==> config.mk <==
export PLATFORM = sky130hd
export DESIGN_NAME = rpr_power_ctrl
export DESIGN_NICKNAME = d
export VERILOG_FILES = /design/src/rtl/rpr_pkg.sv /design/src/rtl/rpr_sect_if.sv /design/src/rtl/rpr_section_ctrl.sv /design/src/rtl/rpr_power_ctrl.sv
export SDC_FILE = /design/constraint.sdc
export NUM_CORES = 1
export LEC_CHECK = 0
export BUFFER_PORTS_ARGS = -buffer_cell sky130_fd_sc_hd__buf_2
export CORE_AREA = 5 5 42 44
export CTS_BUF_LIST = sky130_fd_sc_hd__clkbuf_16
export CTS_CLUSTER_SIZE = 14
export DETAILED_ROUTE_END_ITERATION = 8
export DIE_AREA = 0 0 47 49
export PLACE_DENSITY = 0.54
export SLEW_MARGIN = 20
export SYNTH_ARGS = -nofsm -noshare
export SYNTH_HDL_FRONTEND = slang
export SYNTH_SLANG_ARGS = --single-unit
==> constraint.sdc <==
create_clock -name core_clk -period 1.5 [get_ports core_clk]
set_clock_uncertainty 0.2 [all_clocks]
set_input_delay 0.075 -clock core_clk [delete_from_list [all_inputs] [get_ports core_clk]]
set_output_delay 0.075 -clock core_clk [all_outputs]
set_load 0.02 [all_outputs]
==> src/rtl/rpr_pkg.sv <==
// Purpose: Shared constants for the radio power and reset controller
// Assumes: Single 100 MHz core clock
// Notes:   Host clock limits are kept for reference by checkers
package rpr_pkg;

  localparam int unsigned CORE_CLK_HZ      = 100_000_000;
  localparam int unsigned SYNC_STAGES      = 2;
  localparam logic        PULL_EN_RESET    = 1'b1;
  localparam logic        PULL_DIS_RESET   = 1'b0;
  localparam logic        SECTION_RST_INIT = 1'b1;
  localparam logic        REG_EN_INIT      = 1'b0;

  // Host-side clock limits per speed mode, in their own units
  localparam int unsigned DEF_XFER_MAX_MHZ   = 25;
  localparam int unsigned ID_MAX_KHZ         = 400;
  localparam int unsigned HS_XFER_MAX_MHZ    = 50;
  localparam int unsigned SDR_SLOW_MIN_PS    = 40_000;
  localparam int unsigned SDR_MID_MIN_PS     = 20_000;
  localparam int unsigned SDR_FAST_MIN_PS    = 12_500;
  localparam int unsigned SDR_DUTY_MIN_PCT   = 30;
  localparam int unsigned SDR_DUTY_MAX_PCT   = 70;
  localparam int unsigned DDR_MIN_PS         = 25_000;
  localparam int unsigned DDR_DUTY_MIN_PCT   = 45;
  localparam int unsigned DDR_DUTY_MAX_PCT   = 55;

endpackage : rpr_pkg

==> src/rtl/rpr_sect_if.sv <==
// Purpose: Carrier between top and per-section controller
// Assumes: One clock domain
// Notes:   Top drives enables, section reports state
`timescale 1ns/100ps
interface rpr_sect_if;
  logic enable_sync;
  logic pull_override;
  logic section_rst;
  logic pull_en;

  modport ctrl
  (
    input  enable_sync,
    input  pull_override,
    output section_rst,
    output pull_en
  );
  modport top
  (
    output enable_sync,
    output pull_override,
    input  section_rst,
    input  pull_en
  );
endinterface : rpr_sect_if

==> src/rtl/rpr_section_ctrl.sv <==
// Purpose: Reset and pull-down control for one radio section
// Assumes: Enable already synchronised
// Notes:   Pull-down latches off on first high, until reset
`timescale 1ns/100ps
module rpr_section_ctrl
  import rpr_pkg::*;
(
  input  wire logic  core_clk,
  input  wire logic  rst_n,
  rpr_sect_if.ctrl   sect
);

  logic seen_high_reg;
  logic rst_reg;

  always_ff @(posedge core_clk or negedge rst_n)
  begin
    if (!rst_n)
      rst_reg <= SECTION_RST_INIT;
    else
      rst_reg <= ~sect.enable_sync;
  end

  // Sticky: the pull stays off once a high was recognised
  always_ff @(posedge core_clk or negedge rst_n)
  begin
    if (!rst_n)
      seen_high_reg <= 1'b0;
    else if (sect.enable_sync)
      seen_high_reg <= 1'b1;
  end

  assign sect.section_rst = rst_reg;
  assign sect.pull_en     = ~seen_high_reg & ~sect.enable_sync
                            & ~sect.pull_override;

endmodule : rpr_section_ctrl

==> src/rtl/rpr_power_ctrl.sv <==
// Purpose: Power and reset control for the WLAN and Bluetooth sections
// Assumes: Enable pins are asynchronous to core_clk
// Notes:   All outputs registered; two-stage sync on both pins
//
// Contract
// Regulators on when either enable high
// WLAN reset follows WLAN enable low
// Bluetooth reset follows Bluetooth enable low
// Regulators off only when both low
// Pull-down on until a high is seen
// Software input can turn pull-down off
// Host treats sequence intervals as minimums
// Default mode clock limits for host
// High-speed mode clock limits for host
// Single-rate clock period and duty limits
// Double-rate clock period and duty limits
// Enables synchronised before driving resets
`timescale 1ns/100ps
module rpr_power_ctrl
  import rpr_pkg::*;
(
  input  wire logic core_clk,
  input  wire logic rst_n,
  input  wire logic wlan_section_enable,
  input  wire logic bluetooth_section_enable,
  input  wire logic wlan_pull_disable,
  input  wire logic bluetooth_pull_disable,
  output logic      regulator_enable,
  output logic      wlan_section_rst,
  output logic      bluetooth_section_rst,
  output logic      wlan_pull_en,
  output logic      bluetooth_pull_en
);

  ////////////////////////////////////////////////////////////////////////
  // Synchronisers: first stage feeds only the second

  logic [1:0] en_meta_reg;
  logic [1:0] en_sync_reg;

  always_ff @(posedge core_clk or negedge rst_n)
  begin
    if (!rst_n)
    begin
      en_meta_reg <= 2'h0;
      en_sync_reg <= 2'h0;
    end
    else
    begin
      en_meta_reg <= {bluetooth_section_enable, wlan_section_enable};
      en_sync_reg <= en_meta_reg;
    end
  end

  ////////////////////////////////////////////////////////////////////////
  // Per-section control

  rpr_sect_if wl_if ();
  rpr_sect_if bt_if ();

  assign wl_if.enable_sync   = en_sync_reg[0];
  assign bt_if.enable_sync   = en_sync_reg[1];
  assign wl_if.pull_override = wlan_pull_disable;
  assign bt_if.pull_override = bluetooth_pull_disable;

  rpr_section_ctrl u_wlan
  (
    .core_clk (core_clk),
    .rst_n    (rst_n),
    .sect     (wl_if)
  );

  rpr_section_ctrl u_bt
  (
    .core_clk (core_clk),
    .rst_n    (rst_n),
    .sect     (bt_if)
  );

  ////////////////////////////////////////////////////////////////////////
  // Outputs, all from flip-flops

  logic reg_en_reg;
  logic wl_pull_reg;
  logic bt_pull_reg;

  // OR of both sections; reset and regulator off change on the same edge
  always_ff @(posedge core_clk or negedge rst_n)
  begin
    if (!rst_n)
      reg_en_reg <= REG_EN_INIT;
    else
      reg_en_reg <= en_sync_reg[0] | en_sync_reg[1];
  end

  always_ff @(posedge core_clk or negedge rst_n)
  begin
    if (!rst_n)
    begin
      wl_pull_reg <= PULL_EN_RESET;
      bt_pull_reg <= PULL_EN_RESET;
    end
    else
    begin
      wl_pull_reg <= wl_if.pull_en;
      bt_pull_reg <= bt_if.pull_en;
    end
  end

  assign regulator_enable      = reg_en_reg;
  assign wlan_section_rst      = wl_if.section_rst;
  assign bluetooth_section_rst = bt_if.section_rst;
  assign wlan_pull_en          = wl_pull_reg;
  assign bluetooth_pull_en     = bt_pull_reg;
endmodule : rpr_power_ctrl

* After elaboration in Yosys (flattened, before gate mapping)
Cells that the tools add are included.
** Word-level totals
- Logic and storage cells :: 20
- Input port bits :: 6
- Bits in registers :: 11
- Output and inout bits :: 5
** Operators by class
- Bitwise logic cells :: 11
** Operator list (count)
- inverter 1 bit :: 6
- bitwise AND 1 bit :: 4
- bitwise OR 1 bit :: 1

* Depth between registers and ports, before layout
Gate-level depths: netlist of the first run.
- Word-level depth :: 3
- Mapped depth :: 1

* Hierarchy
A second synthesis of the first run with hierarchy kept.
** Second synthesis, totals
- Cell total of the unflattened synthesis :: 18
- Area, all modules :: 316.6 µm²
** By module, submodules not included
- rpr_power_ctrl :: area an instance 183.9 µm², instances 1, cells an instance 8, seq. area each 177.7 µm²
- rpr_section_ctrl :: area an instance 66.3 µm², instances 2, cells an instance 5, seq. area each 51.3 µm²

* Least setup slack after synthesis of the first run
OpenSTA, ideal clock, no wires.
- Kind :: reg-to-reg
- Start :: register en_sync_reg[0]
- End :: register u_wlan.seen_high_reg
- Arrival :: 581 ps
- Clock period less this slack :: 905 ps
- Slack :: 595 ps
- Buffers on the path :: 0
- Stages on the path, launching flop included :: 2
- Setup time :: 124 ps
- Cell sequence :: dfrtp_1 > or2_1
** RTL lines
- start, declared :: line rpr_power_ctrl.sv:39 : logic [1:0] en_sync_reg;
- start signal, assigned :: line rpr_power_ctrl.sv:51 : en_sync_reg <= en_meta_reg;
- end signal, assigned :: line rpr_section_ctrl.sv:28 : seen_high_reg <= 1'b0;
- end signal, assigned :: line rpr_section_ctrl.sv:30 : seen_high_reg <= 1'b1;
- end, declared :: line rpr_section_ctrl.sv:13 : logic seen_high_reg;
No word-level cell between the ends.

* Worst setup path after layout of the first run
- Start :: register wl_pull_reg (netlist: wlan_pull_en)
- End :: output port wlan_pull_en
** RTL lines
- start, declared :: line rpr_power_ctrl.sv:84 : logic wl_pull_reg;
- start signal, assigned :: line rpr_power_ctrl.sv:105 : wl_pull_reg <= wl_if.pull_en;
- end, declared :: line rpr_power_ctrl.sv:31 : output logic wlan_pull_en,
No word-level cell between the ends.

==> results.md, run 1 <==
- Gp weighted congestion: 0.723
- Longest Clk Path Bufs: 2
- Worst EP required: 1.22 ns
- Fin crit period: 1.17 ns
- RSZ-0062 raised after global routing: false
- Total Power: 0.819 mW
- Critical path buffer and inverter count: 1
- Worst R2R Setup Slack: 0.54 ns
- Mapped Area: 317 um2
- Reg2reg end: u_wlan.seen_high_reg$_DFFE_PN0P_
- Vias: 198
- CP max-delay cell: dfstp_2
- R2r worst-path depth: 1
- Largest net degree at the start of global routing: 12
- Core area: 1400 um2
- First DRT Iteration DRCs: 1
- GRT Resource Usage Total: 5.86%
- Worst setup SP type: flop
- Area grow syn2layout: 62.8%
- Avg Inst Size Synth: 17.6 um2
- Drt wl/cell: 10.6 um
- # Post-CTS Setup Buffers: 0
- Clock latency on the worst-skew pair: 0.23 ns
- Final setup violating endpoints: 0
- Num Clock Sinks: 11
- PD cells: 1590 nW/um2
- Critical path endpoint category: primary output
- First-pass GRT wire length: 862 um
- Post-DRT Antenna Nets: 0
- Num rows: 14
- Via density: 3.74
- Die outline area: 2300 um2
- Initial antenna violation count: 0
- Worst Path Max Fanout: 1
- Area of placed instances: 387 um2
- Antenna cells: 0
- CTS root buffer: clkbuf_16
- Synth warnings: 0
- Final worst path period share: 78.1%
- Critical path's top delay family: flip-flops
- I/O pin total: 11
- Pre-antenna DRT Iters: 3
- Leak pwr: 0.235 nW
- CTS hold repair buffers: 5
- Die X: 47 um
- Die Y: 49 um
- Setup CP Type: reg -> out
- Worst min-delay path category: in -> async
- Status: complete, no violations
- Port Buffers: 10
- Fmax: 853 MHz
- Initial core utilization: 22.6%
- Share of cells above drive strength 1: 45.9%
- Post-cts sizing count: 0
- CP cell instances: buf_2
- Crit path largest cell delay: 0.51 ns
- Reg clk slew, reported paths: 0.04 ns
- TNS Setup: 0 ns
- WL final: 562 um
- Syn nets: 24
- Most common cell after layout, fill and taps aside: buf_2
- Peak supply drop: 1.04 mV
- Final Hold Viols: 0
- Worst Path Arrival: 0.90 ns
- Max_cap viols: 0
- Netlist cell types: 5
- Commonest cells after routing, fill and taps aside: buf_2, dfrtp_1, dlygate4sd3_1
- H-tree levels: 1
- Cell count after synthesis: 18
- Yosys reg bits: 11
- Slew Viols, Final: 0
- Relative slew margins: 84.5%
- Register area share after synthesis: 88.5%
- CTS tree: built
- Design Area, Final: 515 um2
- Vias in the first global route: 210
- Worst r2r src: en_sync_reg[0]$_DFF_PN0_
- Slew @ Worst Pin: 0.233 ns
- NumNets Final: 44
- Grt ovf: 0
- DRC violations left: 0
- CTS Buf Count: 3
-- cells by family (layout without fill, tap and decap cells) --
logic type / count (synthesis) / in the layout / share of synthesized area, %
and+or+nand+nor: 5 / 5 / 9.09
DFF: 11 / 11 / 88.5
buffers and inverters: 2 / 21 / 2.37
-- cell usage after synthesis --
library cell | n | area [um2]
dfrtp_1 | 7 | 175
nor3_1 | 2 | 10.0
dfstp_2 | 4 | 105
inv_1 | 2 | 7.51
or2_1 | 3 | 18.8
-- metrics by stage --
stage                     instances  hold slack (ns)  util [%]  setup WS, ns
after floorplan                  18           -0.421         -         0.595
after global routing             53           0.0600      36.8         0.303
final                            53           0.0301      36.8         0.328
after detailed placement         44           -0.250      27.6         0.539
after global placement           44           -0.267      27.6         0.568
after CTS                        53           0.0338      36.8         0.319
-- routing by layer --
metal / share of wire, % / global-route usage (%)
met5: 0 / 0
met3: 12 / 5.54
met2: 46 / 8.37
met4: 0 / 2.76
met1: 41 / 5.52
-- how the worst max path moves through the flow --
stage,from,slack (ns),cells past startpoint,endpoint
after floorplan,en_sync_reg[0]$_DFF_PN0_,0.59,1,u_wlan.seen_high_reg$_DFFE_PN0P_
after global placement,en_sync_reg[0]$_DFF_PN0_,0.57,1,u_wlan.seen_high_reg$_DFFE_PN0P_
after detailed placement,en_sync_reg[0]$_DFF_PN0_,0.54,1,u_wlan.seen_high_reg$_DFFE_PN0P_
after CTS,wlan_pull_en$_DFF_PN1_,0.32,1,wlan_pull_en
after global routing,bluetooth_pull_en$_DFF_PN1_,0.30,1,bluetooth_pull_en
final,wlan_pull_en$_DFF_PN1_,0.33,1,wlan_pull_en
-- power breakdown --
group          switching (mW)  leakage (nW)  internal, mW
registers             0.00438         0.116         0.310
logic                  0.0157        0.0772        0.0168
clock network           0.123        0.0423         0.349
-- layout make-up --
cell class              instances  area, um2
multi-input cells               5       28.8
repair buffers                 15        100
inverters                       2       7.51
flip-flops and latches         11        280
well taps                      16       20.0
clock buffers                   3       75.1
fillers                       144        886
clock inverters                 1       3.75
Note: power is estimated with default switching activity, not from simulation.
==> inputs of run 2 (changes only) <==
==> constraint.sdc (replaced) <==
create_clock -name core_clk -period 1.1 [get_ports core_clk]
set_clock_uncertainty 0.2 [all_clocks]
set_input_delay 0.055 -clock core_clk [delete_from_list [all_inputs] [get_ports core_clk]]
set_output_delay 0.055 -clock core_clk [all_outputs]
set_load 0.02 [all_outputs]
==> run 2 against run 1 <==
Effect of this change: first-iteration DRC count fell by 100%; critical path depth stayed put; sequential cell count did not move; total power increased by 37%; the run now ends with setup timing left; largest power group unchanged; die area is the same; cell area rose by 4.9%; count of clock-buffer cells in the layout is the same; setup slack got worse by 0.35 ns; wire length grew 6.4%.
==> results.md, run 2 (same netlist as run 1, synthesis figures left out) <==
- Post-Place Setup Slack: 0.139 ns
- Antenna cells: 0
- Drt wl/cell: 11.3 um
- Design Area, Final: 541 um2
- Longest Clk Path Bufs: 2
- Area grow syn2layout: 70.8%
- CTS Buf Count: 3
- CTS tree: built
- Die Y: 49 um
- Fmax: 892 MHz
- Initial core utilization: 22.6%
- Worst setup SP type: flop
- Die outline area: 2300 um2
- Commonest cells after routing, fill and taps aside: dfrtp_1, buf_2, dlygate4sd3_1
- End of the critical path: wlan_pull_en
- Gp weighted congestion: 0.723
- Failing checks: setup timing
- P_sw: 0.199 mW
- Slew @ Worst Pin: 0.235 ns
- First DRT Iteration DRCs: 0
- Initial antenna violation count: 0
- PD cells: 2080 nW/um2
- WP depth: 1
- # Post-CTS Setup Buffers: 0
- Crit path largest cell delay: 0.52 ns
- Worst Path Arrival: 0.87 ns
- Final Hold Viols: 0
- Max_cap viols: 0
- Critical path buffer and inverter count: 1
- Fin cells: 53
- Setup CP Type: reg -> out
- Share of cells above drive strength 1: 45.9%
- Final worst path period share: 102%
- CTS root buffer: clkbuf_16
- I/O pin total: 11
- Num rows: 14
- CP max-delay cell: dfstp_2
- GRT Resource Usage Total: 6.28%
- First-pass GRT wire length: 938 um
- Pre-antenna DRT Iters: 1
- Dpl cells: 44
- Critical path's top delay family: flip-flops
- Reg2reg end: u_wlan.seen_high_reg$_DFFE_PN0P_
- Critical Path Source: wlan_pull_en$_DFF_PN1_
- Fin crit period: 1.12 ns
- Worst Path Max Fanout: 1
- Fillers: 137
- Num Clock Sinks: 11
- Area of placed instances: 387 um2
- Setup ws final: -0.0213 ns
- Via density: 3.83
- Slew Viols, Final: 0
- Leak pwr: 0.241 nW
- Grt ovf: 0
- DRC violations left: 0
- TNS Setup: -0.0774 ns
- CP cell instances: buf_6
- Worst R2R Setup Slack: 0.14 ns
- Largest net degree at the start of global routing: 12
- Vias: 203
- Worst EP required: 0.84 ns
- NumNets Final: 44
- Critical path endpoint category: primary output
- Clock latency on the worst-skew pair: 0.23 ns
- Core Util, Final: 38.6%
- Vias in the first global route: 237
- R2r worst-path depth: 1
- Final setup violating endpoints: 4
- Flop pwr share: 38.2%
- Clk network pwr share: 57.4%
- Most common cell after layout, fill and taps aside: dfrtp_1
- Die X: 47 um
- Port Buffers: 10
- WL final: 598 um
- Switching share of total power: 17.6%
- Worst r2r src: en_sync_reg[0]$_DFF_PN0_
- Post-DRT Antenna Nets: 0
- Reg clk slew, reported paths: 0.04 ns
- Worst min-delay path category: in -> async
- Status: finished, violations left
- Core area: 1400 um2
- RSZ-0062 raised after global routing: true
- Relative slew margins: 84.3%
- Internal: 0.926 mW
- Logic gate share of total power: 4.4%
- Peak supply drop: 1.47 mV
- H-tree levels: 1
-- run 2: layout make-up --
type | instances | area (um2) | share of cell area [%]
clock buffers | 3 | 75.1 | 13.9
flip-flops and latches | 11 | 280 | 51.9
clock inverters | 1 | 3.75 | 0.694
multi-input cells | 5 | 28.8 | 5.32
well taps | 16 | 20.0 | 3.70
inverters | 2 | 7.51 | 1.39
repair buffers | 15 | 125 | 23.1
-- run 2: power by group through the flow --
stage | logic [mW] | registers [mW] | clock network [mW]
floorplan | 0.00246 | 0.440 | 0
global placement | 0.0301 | 0.433 | 0
detailed placement | 0.0320 | 0.434 | 0
CTS | 0.0498 | 0.430 | 0.659
global route | 0.0543 | 0.431 | 0.677
finish | 0.0491 | 0.430 | 0.646
-- run 2: timing repair --
item | in CTS | in global routing
hold buffers | 5 | 0
pin swaps | 0 | 0
endpoints found under the setup margin | 4 | 4
resized for setup | 8 | 0
endpoints found under the hold margin | 15 | 0
-- run 2: through the flow --
stage               hold slack (ns)  total power, mW
detailed placement           -0.270            0.466
finish                       0.0221             1.12
global placement             -0.287            0.463
global route                 0.0487             1.16
floorplan                    -0.441            0.443
CTS                          0.0138             1.14
-- run 2: routing by layer --
metal / global-route usage [%] / wire length, um / up-vias
met1: 5.50 / 238 / 99
met3: 5.54 / 54 / 0
met2: 9.73 / 306 / 11
li1: - / - / 93
met5: 0 / 0 / -
met4: 2.76 / 0 / 0
-- run 2: worst min-delay path by stage --
stage / from / to / slack [ns] / cells after the start
final: rst_n / regulator_enable$_DFF_PN0_ / 0.02 / 2
after floorplan: rst_n / en_meta_reg[0]$_DFF_PN0_ / -0.44 / 0
after global routing: rst_n / regulator_enable$_DFF_PN0_ / 0.05 / 2
after global placement: rst_n / u_bt.seen_high_reg$_DFFE_PN0P_ / -0.29 / 1
after CTS: rst_n / regulator_enable$_DFF_PN0_ / 0.01 / 2
after detailed placement: rst_n / u_bt.seen_high_reg$_DFFE_PN0P_ / -0.27 / 1
